### src/verilog/dwcs_pkg.sv
// Constants shared by the write-collision and status block.
// Assumes one system clock; all users reference names as dwcs_pkg::name.
package dwcs_pkg;
  // Channel count and field widths
  localparam int unsigned NumChan    = 8;
  localparam int unsigned ChanIdxW   = 3;
  localparam int unsigned LastChanW  = 4;
  localparam int unsigned AddrW      = 16;
  localparam int unsigned DataW      = 16;
  localparam int unsigned StatusW    = 16;
  localparam int unsigned BufLenW    = 2;

  // Field positions in controller_status_zero
  localparam int unsigned RamColLsb    = 0;
  localparam int unsigned PeriphColLsb = 8;

  // Audio buffer-length code that splits requests over two channels
  localparam logic [1:0] AudioLenPair = 2'h1;

  // Reset values
  localparam logic [7:0]  FlagsReset    = 8'h00;
  localparam logic [3:0]  LastChanReset = 4'h0;
  localparam logic [15:0] OffsetReset   = 16'h0000;
  localparam logic [7:0]  PingPongReset = 8'h00;
endpackage

### src/verilog/dwcs_write_collision.sv
// Write-collision detection, fault request, debug status and power gating
// for an eight-channel transfer_controller sharing dual_port_ram with a CPU.
// Assumes all inputs come from logic on ref_clk; no pin synchronisers here.
`timescale 1ns/10ps
module dwcs_write_collision #(
  parameter int unsigned NUM_CHAN = dwcs_pkg::NumChan
) (
  input  wire logic                        ref_clk,
  input  wire logic                        arst_n,
  // CPU side of the shared write path
  input  wire logic                        cpuWrEn,
  input  wire logic                        cpuRdEn,
  input  wire logic                        cpuIsPeriph,
  input  wire logic [dwcs_pkg::AddrW-1:0]  cpuAddr,
  input  wire logic [dwcs_pkg::DataW-1:0]  cpuWrData,
  // Channel side of the shared write path
  input  wire logic                        dmaWrEn,
  input  wire logic                        dmaRdEn,
  input  wire logic                        dmaIsPeriph,
  input  wire logic [dwcs_pkg::ChanIdxW-1:0] dmaChan,
  input  wire logic [dwcs_pkg::AddrW-1:0]  dmaAddr,
  input  wire logic [dwcs_pkg::DataW-1:0]  dmaWrData,
  // Storage write strobes after priority
  output logic                             stCpuWrEn,
  output logic                             stDmaWrEn,
  output logic [dwcs_pkg::AddrW-1:0]       stCpuAddr,
  output logic [dwcs_pkg::AddrW-1:0]       stDmaAddr,
  output logic [dwcs_pkg::DataW-1:0]       stCpuData,
  output logic [dwcs_pkg::DataW-1:0]       stDmaData,
  // Error status
  input  wire logic                        errStatusClear,
  input  wire logic [NUM_CHAN-1:0]         manualTrigErr,
  output logic [dwcs_pkg::StatusW-1:0]     controller_status_zero,
  output logic                             faultTrapReq,
  // Request gating and power modes
  input  wire logic [NUM_CHAN-1:0]         chanReqIn,
  input  wire logic                        sleepMode,
  input  wire logic                        idleMode,
  input  wire logic [NUM_CHAN-1:0]         periphStopInIdle,
  output logic [NUM_CHAN-1:0]              chanReqOut,
  // Audio request fan-out
  input  wire logic                        audioReq,
  input  wire logic [dwcs_pkg::BufLenW-1:0] audio_buffer_length,
  input  wire logic [dwcs_pkg::ChanIdxW-1:0] audioChanZero,
  input  wire logic [dwcs_pkg::ChanIdxW-1:0] audioChanOne,
  output logic [NUM_CHAN-1:0]              audioRxBufSel,
  // Block completion
  input  wire logic [NUM_CHAN-1:0]         blockDone,
  input  wire logic [NUM_CHAN-1:0]         blockIntEn,
  output logic [NUM_CHAN-1:0]              chanIrq,
  output logic                             cpuWake,
  // Debug status
  input  wire logic                        xferDone,
  input  wire logic [dwcs_pkg::ChanIdxW-1:0] xferChan,
  input  wire logic [dwcs_pkg::AddrW-1:0]  xferOffset,
  input  wire logic                        xferBufOne,
  output logic [dwcs_pkg::LastChanW-1:0]   last_channel_field,
  output logic [dwcs_pkg::AddrW-1:0]       last_ram_offset,
  output logic [NUM_CHAN-1:0]              pingpong_buffer_flag
);

  // Status layout packs eight channels per half-word
  if (NUM_CHAN != dwcs_pkg::NumChan) begin
    $error("dwcs_write_collision: NUM_CHAN must be 8");
  end

  logic [NUM_CHAN-1:0]          ramCol_q, ramCol_d;
  logic [NUM_CHAN-1:0]          perCol_q, perCol_d;
  logic [NUM_CHAN-1:0]          colHit;
  logic                         sameAddrWr;
  logic [NUM_CHAN-1:0]          blocked;
  logic [NUM_CHAN-1:0]          audioFan;
  logic [NUM_CHAN-1:0]          reqMerged;
  logic                         xferAllowed;
  logic                         stCpuWrEn_d, stDmaWrEn_d;
  logic [dwcs_pkg::AddrW-1:0]   stCpuAddr_d, stDmaAddr_d;
  logic [dwcs_pkg::DataW-1:0]   stCpuData_d, stDmaData_d;
  logic [NUM_CHAN-1:0]          chanIrq_q, chanIrq_d;
  logic [NUM_CHAN-1:0]          audioSel_q, audioSel_d;
  logic [dwcs_pkg::LastChanW-1:0] lastChan_q, lastChan_d;
  logic [dwcs_pkg::AddrW-1:0]   lastOff_q, lastOff_d;
  logic [NUM_CHAN-1:0]          pingPong_q, pingPong_d;

  // Only write against write counts; reads never enter the compare
  always_comb begin
    sameAddrWr = cpuWrEn && dmaWrEn && (cpuIsPeriph == dmaIsPeriph)
                 && (cpuAddr == dmaAddr);
    colHit     = '0;
    if (sameAddrWr) begin
      colHit[dmaChan] = 1'b1;
    end
  end

  // Storage strobes; both ports latch so reads in the same cycle see old data
  always_comb begin
    stCpuWrEn_d = cpuWrEn;
    stCpuAddr_d = cpuAddr;
    stCpuData_d = cpuWrData;
    stDmaWrEn_d = dmaWrEn && !sameAddrWr;
    stDmaAddr_d = dmaAddr;
    stDmaData_d = dmaWrData;
  end

  always_ff @(posedge ref_clk or negedge arst_n) begin
    if (!arst_n) begin
      stCpuWrEn <= 1'b0;
      stDmaWrEn <= 1'b0;
      stCpuAddr <= dwcs_pkg::OffsetReset;
      stDmaAddr <= dwcs_pkg::OffsetReset;
      stCpuData <= dwcs_pkg::OffsetReset;
      stDmaData <= dwcs_pkg::OffsetReset;
    end else begin
      stCpuWrEn <= stCpuWrEn_d;
      stDmaWrEn <= stDmaWrEn_d;
      stCpuAddr <= stCpuAddr_d;
      stDmaAddr <= stDmaAddr_d;
      stCpuData <= stCpuData_d;
      stDmaData <= stDmaData_d;
    end
  end

  // Collision flags; a new event in the clear cycle survives the clear
  always_comb begin
    ramCol_d = ramCol_q;
    perCol_d = perCol_q;
    if (errStatusClear) begin
      ramCol_d = '0;
      perCol_d = '0;
    end
    if (!dmaIsPeriph) begin
      ramCol_d = ramCol_d | colHit;
    end else begin
      perCol_d = perCol_d | colHit;
    end
    // Both flags together mark a manual trigger error
    ramCol_d = ramCol_d | manualTrigErr;
    perCol_d = perCol_d | manualTrigErr;
  end

  always_ff @(posedge ref_clk or negedge arst_n) begin
    if (!arst_n) begin
      ramCol_q <= dwcs_pkg::FlagsReset;
      perCol_q <= dwcs_pkg::FlagsReset;
    end else begin
      ramCol_q <= ramCol_d;
      perCol_q <= perCol_d;
    end
  end

  // Status word: RAM flags low byte, peripheral flags high byte
  always_comb begin
    controller_status_zero = '0;
    controller_status_zero[dwcs_pkg::RamColLsb +: NUM_CHAN]    = ramCol_q;
    controller_status_zero[dwcs_pkg::PeriphColLsb +: NUM_CHAN] = perCol_q;
    faultTrapReq = |{ramCol_q, perCol_q};
  end

  // Audio fan-out; pair mode drives both channels from one request
  always_comb begin
    audioFan   = '0;
    audioSel_d = audioSel_q;
    if (audioReq) begin
      audioFan[audioChanZero] = 1'b1;
      if (audio_buffer_length == dwcs_pkg::AudioLenPair) begin
        audioFan[audioChanOne] = 1'b1;
      end
    end
    if (audio_buffer_length == dwcs_pkg::AudioLenPair) begin
      audioSel_d                = '0;
      audioSel_d[audioChanOne]  = 1'b1;
      audioSel_d[audioChanZero] = 1'b0;
    end else begin
      audioSel_d = '0;
    end
  end

  // Request gating: faulted channels, sleep and stop-in-idle peripherals
  always_comb begin
    reqMerged  = chanReqIn | audioFan;
    blocked    = ramCol_q | perCol_q;
    // Idle alone does not stop a channel; only its stopped peripheral does
    if (idleMode) begin
      blocked = blocked | periphStopInIdle;
    end
    // Sleep halts every channel request; a block in flight simply pauses
    chanReqOut = sleepMode ? '0 : (reqMerged & ~blocked);
  end

  // Block interrupts outside sleep drive cpuWake; sleepMode masks both
  always_comb begin
    chanIrq_d = blockDone & blockIntEn & {NUM_CHAN{!sleepMode}};
  end

  always_ff @(posedge ref_clk or negedge arst_n) begin
    if (!arst_n) begin
      chanIrq_q  <= dwcs_pkg::FlagsReset;
      audioSel_q <= dwcs_pkg::FlagsReset;
    end else begin
      chanIrq_q  <= chanIrq_d;
      audioSel_q <= audioSel_d;
    end
  end

  assign chanIrq       = chanIrq_q;
  assign cpuWake       = |chanIrq_q;
  assign audioRxBufSel = audioSel_q;

  // Debug status follows each completed transfer outside sleep
  always_comb begin
    xferAllowed = xferDone && !sleepMode;
    lastChan_d  = lastChan_q;
    lastOff_d   = lastOff_q;
    pingPong_d  = pingPong_q;
    if (xferAllowed) begin
      lastChan_d           = {1'b0, xferChan};
      lastOff_d            = xferOffset;
      pingPong_d[xferChan] = xferBufOne;
    end
  end

  always_ff @(posedge ref_clk or negedge arst_n) begin
    if (!arst_n) begin
      lastChan_q <= dwcs_pkg::LastChanReset;
      lastOff_q  <= dwcs_pkg::OffsetReset;
      pingPong_q <= dwcs_pkg::PingPongReset;
    end else begin
      lastChan_q <= lastChan_d;
      lastOff_q  <= lastOff_d;
      pingPong_q <= pingPong_d;
    end
  end

  assign last_channel_field   = lastChan_q;
  assign last_ram_offset      = lastOff_q;
  assign pingpong_buffer_flag = pingPong_q;

endmodule

### config.mk
export PLATFORM = sky130hd
export DESIGN_NAME = dwcs_write_collision
export DESIGN_NICKNAME = d
export VERILOG_FILES = /design/src/verilog/dwcs_pkg.sv /design/src/verilog/dwcs_write_collision.sv
export SDC_FILE = /design/constraint.sdc
export NUM_CORES = 1
export LEC_CHECK = 0
export BUFFER_PORTS_ARGS = -buffer_cell sky130_fd_sc_hd__buf_4
export CAP_MARGIN = 40
export CORE_UTILIZATION = 40
export CTS_BUF_LIST = sky130_fd_sc_hd__clkbuf_16
export CTS_CLUSTER_SIZE = 20
export DETAILED_ROUTE_END_ITERATION = 10
export GPL_ROUTABILITY_DRIVEN = 0
export PLACE_DENSITY = 0.77
export SLEW_MARGIN = 5
export SYNTH_ARGS = -nofsm -noshare
export SYNTH_HDL_FRONTEND = slang
export SYNTH_SLANG_ARGS = --single-unit
### constraint.sdc
create_clock -name ref_clk -period 2.39 [get_ports ref_clk]
set_clock_uncertainty 0.2 [all_clocks]
set_input_delay 0.3585 -clock ref_clk [delete_from_list [all_inputs] [get_ports ref_clk]]
set_output_delay 0.3585 -clock ref_clk [all_outputs]
set_load 0.05 [all_outputs]
After elaboration in Yosys (flattened, before gate mapping)
Cells that the tools add are included.
{"block": "totals", "ff_bits": 125, "in_bits": 148, "output_inout_bits": 136, "word_cells": 70}
{"block": "classes", "magnitude_cmp": 8, "eq_ne": 3, "muxes": 19, "bitwise_logic": 14, "n_reduce_logical": 13}
{"op": "2-to-1 mux 8 bit", "count": 10}
{"op": "OR 8 bit", "count": 8}
{"op": "bitwise AND 8 bit", "count": 4}
{"op": "equality test 16 bit", "count": 1}
{"op": "less-than comparator 3 x 4 -> 1 bit, second input constant", "count": 4}
{"op": "inverter 8 bit", "count": 2}
{"op": "OR reduction 16 bit", "count": 1}
{"op": "demux 1 bit (select 3 bit)", "count": 4}
{"op": "greater-or-equal comparator 3 x 1 -> 1 bit, second input constant", "count": 4}
{"op": "logical AND 1 bit", "count": 9}
{"op": "bitwise mux 8 bit", "count": 1}
{"op": "OR reduction 8 bit", "count": 1}
{"op": "2-to-1 mux 1 bit", "count": 4}
{"op": "equality test 2 x 1 -> 1 bit, second input constant", "count": 1}
{"op": "zero test 1 bit", "count": 2}
{"op": "equality test 1 bit", "count": 1}

Logic depth before layout (Yosys ltp)
Gate-level depths: netlist of the first run.
{"block": "logic_depth", "ltp_word": 10, "mapped_depth": 6, "mapped_depth_nobuf": 5}

Worst setup path after synthesis of the first run
Ideal clock, no wire load.
{"block": "synth_timing", "path_type": "input port to output port", "from": "input audioChanOne[0] (netlist bit)", "to": "output chanReqOut[6]", "t_arrival_ns": 2.022, "required_ns": 1.832, "setup_slack_ns": -0.191, "path_stages": 5, "path_buffers": 0, "path_cell_list": "nor3b_1 -> nand3_1 -> o21ai_0 -> a21oi_1 -> nor3_1"}
{"block": "synth_between", "elab_chain_cells": 10, "word_cells_on_any_way": 11, "classes_between": "order compare (2); mux (5); bitwise (3); reduce/logical (1)"}
{"item": "start: declaration", "line_no": "dwcs_write_collision.sv:45", "text": "input wire logic [dwcs_pkg::ChanIdxW-1:0] audioChanOne,"}
{"item": "less-than comparator 3 x 4 -> 1 bit (implied by the code) / greater-or-equal comparator 3 x 1 -> 1 bit (equally long branches)", "line_no": "dwcs_write_collision.sv:165", "text": "audioFan[audioChanOne] = 1'b1;"}
{"item": "logical AND 1 bit (implied by the code)", "line_no": "dwcs_write_collision.sv:165"}
{"item": "2-to-1 mux 1 bit (implied by the code)", "line_no": "dwcs_write_collision.sv:165"}
{"item": "demux 1 bit (select 3 bit) (*)", "line_no": "dwcs_write_collision.sv:165"}
{"item": "OR 8 bit (no line) (*)"}
{"item": "2-to-1 mux 8 bit (*)", "line_no": "dwcs_write_collision.sv:164", "text": "if (audio_buffer_length == dwcs_pkg::AudioLenPair) begin"}
{"item": "2-to-1 mux 8 bit (*)", "line_no": "dwcs_write_collision.sv:162", "text": "if (audioReq) begin"}
{"item": "OR 8 bit (*)", "line_no": "dwcs_write_collision.sv:179", "text": "reqMerged = chanReqIn | audioFan;"}
{"item": "bitwise AND 8 bit (*)", "line_no": "dwcs_write_collision.sv:186", "text": "chanReqOut = sleepMode ? '0 : (reqMerged & ~blocked);"}
{"item": "2-to-1 mux 8 bit (*)", "line_no": "dwcs_write_collision.sv:186"}
{"item": "end: declaration", "line_no": "dwcs_write_collision.sv:40", "text": "output logic [NUM_CHAN-1:0] chanReqOut,"}
Every way passes the cells marked *; elsewhere a longest branch is shown, timed or not.

Worst setup path after layout of the first run
{"block": "layout_timing", "from": "input dmaAddr[10] (netlist bit)", "to": "register ramCol_q[1]"}
{"block": "layout_between", "elab_chain_cells": 6}
{"item": "start: declaration", "line_no": "dwcs_write_collision.sv:21", "text": "input wire logic [dwcs_pkg::AddrW-1:0] dmaAddr,"}
{"item": "equality test 16 bit", "line_no": "dwcs_write_collision.sv:87", "text": "&& (cpuAddr == dmaAddr);"}
{"item": "logical AND 1 bit", "line_no": "dwcs_write_collision.sv:87"}
{"item": "2-to-1 mux 8 bit", "line_no": "dwcs_write_collision.sv:89", "text": "if (sameAddrWr) begin"}
{"item": "OR 8 bit", "line_no": "dwcs_write_collision.sv:131", "text": "ramCol_d = ramCol_d | colHit;"}
{"item": "2-to-1 mux 8 bit", "line_no": "dwcs_write_collision.sv:130", "text": "if (!dmaIsPeriph) begin"}
{"item": "OR 8 bit", "line_no": "dwcs_write_collision.sv:136", "text": "ramCol_d = ramCol_d | manualTrigErr;"}
{"item": "net ramCol_d[1]", "line_no": "dwcs_write_collision.sv:67", "text": "logic [NUM_CHAN-1:0] ramCol_q, ramCol_d;"}
{"item": "end signal: assignment", "line_no": "dwcs_write_collision.sv:142", "text": "ramCol_q <= dwcs_pkg::FlagsReset;"}
{"item": "end signal: assignment", "line_no": "dwcs_write_collision.sv:145", "text": "ramCol_q <= ramCol_d;"}
{"item": "end: declaration", "line_no": "dwcs_write_collision.sv:67"}
The timed path passes the listed nets, and every way through them passes these cells.
A chain may end at the register's enable or synchronous reset.

==> results_dict.tcl, run 1 <==
set metrics [dict create \
    outcome "finished, final reports clean" \
    period_share_pct 99.5 \
    hold_viol_final 0 \
    hpwl_mm 10.5 \
    yosysWarnings 0 \
    cts.sinks 125 \
    coreArea_mm2 0.0111 \
    dr.pass1.iters 5 \
    worstMarginPinSlew_ns 0.698 \
    layout.cells.non_filler 939 \
    cts_buffers 17 \
    synth_cell_type_count 37 \
    vias 4794 \
    synth.area.top_cells "dfrtp_1 (67%), nand2_1 (7.3%), a21oi_1 (2.9%), xor2_1 (2.3%), o31ai_2 (2.2%)" \
    avgRoutedWirePerCell_um 19.1 \
    die_h_um 110 \
    dpl.cell_count 801 \
    antenna_found_initial 0 \
    grt_max_degree 126 \
    syn_area_mm2 0.00464 \
    grt_pass1_wl_mm 26.0 \
    power_mw 6.54 \
    max_freq_mhz 421 \
    cts_root_buffer "clkbuf_16" \
    die_area_mm2 0.0120 \
    rows 38 \
    start_util_pct 41.9 \
    grt_pass1_vias 5088 \
    routed_wl_mm 17.9 \
    p_per_area_mw_per_mm2 761 \
    syn2layout_area_growth_pct 85.2 \
    gr-usage-all-layers_pct 30.0 \
    required_ns 2.48 \
    synth_fp_nets 542 \
    yosysTopAreaCellShare_pct 67.4 \
    cts-htree-levels 4 \
    critical_path_arrival_ns 2.46 \
    cts_tree "built" \
    clk_pin_slew_worst_paths_ns 0.06 \
    ant_nets 0 \
    antenna_cells 0 \
    synth-seq-area-share_pct 67.4 \
    detail_route.iter0.violations 290 \
    drv_cap 0 \
    placed_area_mm2 0.00692 \
    clkLatencyLatePin_ns 0.41 \
    synthCells 394 \
    critPathCaptureType "flip-flop" \
    fin_crit_ns 2.38 \
    leakage_nw 4.17 \
    ir_worst_vdd_mv 0.498 \
    worst-path-max-fanout 17 \
    drcViolationCount 0 \
    design_area_mm2 0.00860 \
    synthDominantAreaCellType "dfrtp_1" \
    async_flop_share_pct 100 \
    finalSetupViolCount 0 \
    crit_type "in -> reg" \
    layout.nets 934 \
    ioPinCount 284 \
    fp.dieW_um 110 \
    yosysMostFrequentCell "dfrtp_1" \
    rsz0062_at_grt "true" \
    clk_path_buf_depth 2 \
    viasPerCell 5.11 \
    grt-ovfl-total 0 \
    synth_commonest_cells "dfrtp_1 (125), nand2_1 (90), a21oi_1 (27), nor2_1 (19)" \
    slew_headroom_pct 53.5 \
    portBuffers 280 \
    drive_above_1_share_pct 43.7 \
    tns_ns 0 \
    syn_avg_cell_area_um2 11.8 \
    ys_seq_elements 125 \
    hold_path_class "in -> reg" \
    drv_slew 0 \
    synth_edf_count 0 \
    crit_path_start_kind "input port" \
    ys.flop_type "dfrtp_1" \
]
==> metal layers <==
layer  share of wire [%]  up-vias  GRT usage [%]
met2                  55      298           56.3
met5                   0        -              0
met1                  34     2330           31.2
li1                    -     2125              -
met3                 7.4       41           7.23
met4                 3.2        0           14.6
==> layout by cell type, fill, tap and decap left out, types with 2 or more instances in the layout <==
cell type,synthesis,final
nor3_2,0,8
bufinv_16,0,3
mux2_2,8,8
nand3_1,12,12
clkbuf_16,0,17
o21ai_0,3,2
nor2_1,19,18
nor3b_1,3,3
nor4_2,3,3
nand3b_1,2,2
o31ai_1,8,8
buf_4,2,283
a211o_1,8,8
inv_1,7,7
inv_6,0,4
or4_1,2,2
a21oi_1,27,27
nand2_1,90,90
buf_6,1,2
nor2b_1,9,9
nand4_1,2,2
dfrtp_1,125,125
clkinvlp_4,0,3
xor2_1,12,12
o22ai_1,2,2
nor4_1,6,6
dlygate4sd3_1,0,105
o31ai_2,8,8
clkinv_4,0,2
==> sequential cells by signal (all words and copies together), names as in the netlist, 3 cells and up <==
register	flops
audioRxBufSel	8
last_ram_offset	16
stCpuData	16
stCpuAddr	16
ramCol_q	8
chanIrq	8
perCol_q	8
pingpong_buffer_flag	8
last_channel_field	3
stDmaData	16
stDmaAddr	16
==> where the power goes <==
part / internal, mW / switching (mW) / leakage (nW)
Sequential: 2.27 / 0.0970 / 1.49
Combinational: 0.569 / 0.947 / 2.39
Clock: 1.66 / 1.00 / 0.290
Total: 4.50 / 2.05 / 4.17
==> stage by stage <==
step                      worst slack [ns]  utilization (%)  hold slack (ns)
after floorplan                      0.198                -           -0.137
after global placement               0.266             62.5            0.259
after detailed placement             0.286             62.5            0.269
after CTS                           0.0244             77.5          0.00213
after global routing               -0.0411             77.6          0.00180
final                               0.0122             77.6           0.0134
==> critical path: stages <==
cell	delay [ns]
dlygate4sd3_1	0.55
buf_4	0.15
xor2_1	0.17
nor4_1	0.44
nand2_2	0.37
o31ai_1	0.42
==> final cells by class <==
type                       instances  area (um2)
multi-input combinational        244        1440
timing repair buffer             391        3220
clock inverter                    15         185
inverter                           7        26.3
tap                              140         175
clock buffer                      17         425
fill                             634        2480
sequential                       125        3130
==> cell families after synthesis <==
logic type	share of synthesized area [%]
flops	67.4
xor+xnor	2.26
mux	1.94
simple gates	16.0
compound gates	9.86
other cells	0.0808
buf+inv	2.51
==> path summary, 6_finish.rpt <==
path                       slack [ns]  depth (start not counted)                 endpoint               start
max in group asynchronous        1.06                          3              ramCol_q[7]              arst_n
max                              0.01                          6              ramCol_q[1]         dmaAddr[10]
min reg2reg                      0.28                          2       last_ram_offset[1]  last_ram_offset[1]
max reg2reg                      1.28                          2              ramCol_q[1]         ramCol_q[1]
min                              0.01                          3               chanIrq[7]       blockIntEn[7]
min in group asynchronous        0.36                          3  pingpong_buffer_flag[2]              arst_n
==> what timing repair did <==
item	in CTS	in global routing
endpoints found under the hold margin	231	0
resized for setup	0	4
hold buffers	105	0
setup buffers	0	1
setup endpoints to repair	0	4
(Power assumes the default switching activity.)
==> run 2, diff against run 1 <==
Settings changed: CELL_PAD_IN_SITES_DETAIL_PLACEMENT set to 2, CELL_PAD_IN_SITES_GLOBAL_PLACEMENT set to 2, CORE_UTILIZATION 40 to 26, PLACE_DENSITY 0.77 to 0.85.
==> results_dict.tcl, run 2 (synthesized netlist as in run 1, its figures left out) <==
set metrics [dict create \
    outcome "finished, final reports clean" \
    crit_path_start_kind "flip-flop" \
    clk_pin_slew_worst_paths_ns 0.06 \
    dpl.cell_count 885 \
    die_area_mm2 0.0184 \
    rsz0062_at_grt "true" \
    cp_slowest_stage_delay_ns 0.52 \
    portBuffers 280 \
    ioPinCount 284 \
    seqPwrFrac_pct 37.2 \
    fin_ws_ns 0.0192 \
    grt_pass1_wl_mm 36.3 \
    critPathCaptureType "output port" \
    p_per_area_mw_per_mm2 735 \
    layout.nets 942 \
    cts.sinks 125 \
    worstPathCellList "or4_4, nor2_2, nand3_1, buf_6" \
    whs_endpoint "last_channel_field[0]" \
    cts_buffers 17 \
    vias 4839 \
    detail_route.iter0.violations 220 \
    drive_above_1_share_pct 43.9 \
    routed_wl_mm 24.7 \
    mostFrequentLayoutCells "buf_4 (288), dfrtp_1 (125), dlygate4sd3_1 (109)" \
    min-delay-start "xferChan[0]" \
    layout.cells.non_filler 1033 \
    critPathBufInv 1 \
    power_mw 6.41 \
    cts_tree "built" \
    cts-htree-levels 4 \
    drv_slew 0 \
    clk_path_buf_depth 2 \
    final_common_cell "buf_4" \
    viasPerCell 4.68 \
    max_freq_mhz 422 \
    antenna_found_initial 0 \
    clkLatencyLatePin_ns 0.42 \
    ir_worst_vdd_mv 0.528 \
    hpwl_mm 14.4 \
    clkPwrFrac_pct 38.2 \
    die_h_um 136 \
    fin_crit_ns 2.37 \
    swShare_pct 34.6 \
    p_int_mw 4.19 \
    crit_family "simple AND/OR/NAND/NOR gates" \
    syn2layout_area_growth_pct 87.8 \
    holdPathStages 3 \
    avgRoutedWirePerCell_um 23.9 \
    grt-ovfl-total 0 \
    ant_nets 0 \
    multi_input_area_mm2 0.00145 \
    dr.pass1.iters 4 \
    hold_path_class "in -> reg" \
    period_share_pct 99.2 \
    grt_pass1_vias 5785 \
    gr-usage-all-layers_pct 27.8 \
    power_frac_comb_pct 24.6 \
    cts_root_buffer "clkbuf_16" \
    required_ns 1.83 \
    placed_area_mm2 0.00702 \
    register_area_mm2 0.00313 \
    grt_max_degree 117 \
    rows 48 \
    worstRegToRegCells 3 \
    crit_type "reg -> out" \
    coreArea_mm2 0.0174 \
    tns_ns 0 \
    worstMarginPinSlew_ns 0.688 \
    place_ws_ns 0.103 \
    rrSetupSlack_ns 1.20 \
    start_util_pct 26.8 \
    finalSetupViolCount 0 \
    fp.dieW_um 136 \
    design_area_mm2 0.00872 \
    worst-path-max-fanout 4 \
    fillerInstances 1692 \
    cpMaxStageDelayCell "or4_4" \
    power_switching_mw 2.22 \
    slew_headroom_pct 54.1 \
    leakage_nw 4.17 \
    reg2reg_from "ramCol_q[6]" \
    r2r-end "ramCol_q[6]" \
    drcViolationCount 0 \
    drv_cap 0 \
    hold_viol_final 0 \
    critical_path_arrival_ns 1.81 \
]
-- run 2: cell type report --
cell class / count / area share, %
timing repair buffer: 399 / 37.7
multi-input combinational: 244 / 16.7
inverter: 7 / 0.301
antenna: 1 / 0.0287
clock inverter: 15 / 1.35
tap: 225 / 3.23
clock buffer: 17 / 4.88
sequential: 125 / 35.9
-- run 2: how the worst max path moves through the flow --
stage | start | end | slack [ns] | cells past startpoint
floorplan | perCol_q[3] | faultTrapReq | 0.20 | 3
global placement | audioChanOne[0] | chanReqOut[6] | 0.23 | 7
detailed placement | audioChanOne[0] | chanReqOut[6] | 0.10 | 7
CTS | perCol_q[3] | faultTrapReq | 0.01 | 4
global route | perCol_q[6] | faultTrapReq | -0.01 | 4
finish | perCol_q[2] | faultTrapReq | 0.02 | 4
-- run 2: per-stage QoR --
stage | util [%] | hold WS, ns
6_report | 50.2 | 0.0432
5_1_grt | 50.2 | 0.0304
4_1_cts | 50.1 | 0.00474
3_5_place_dp | 40.4 | 0.00117
3_3_place_gp | 40.4 | -0.00389
2_1_floorplan | - | -0.137
-- run 2: repair_timing --
| item | CTS | global route |
|---|---|---|
| endpoints found under the setup margin | 1 | 2 |
| hold endpoints to repair | 224 | 0 |
| hold buffers | 109 | 0 |
| setup buffers | 4 | 2 |
| pin swaps | 1 | 1 |
| resized for setup | 2 | 2 |
-- run 2: power groups by stage --
| stage | logic, mW | clock network [mW] | registers (mW) |
|---|---|---|---|
| floorplan | 0.215 | 0 | 2.93 |
| global placement | 1.33 | 0 | 2.39 |
| detailed placement | 1.38 | 0 | 2.40 |
| CTS | 1.54 | 2.45 | 2.36 |
| global route | 1.65 | 2.58 | 2.40 |
| finish | 1.58 | 2.45 | 2.38 |
-- run 2: worst reg2reg max path, cell delays in order, from the launching register on --
cell	delay [ns]
dfrtp_1	0.39
buf_4	0.16
a21oi_1	0.18
o31ai_2	0.12
-- run 2: metal layers --
metal  GRT usage [%]  share of wire, %  vias to the layer above
met3            7.22               5.7                       64
met5               0                 0                        -
met4            14.5               4.7                        0
met2            55.0                58                      222
li1                -                 -                     2130
met1            25.4                32                     2423
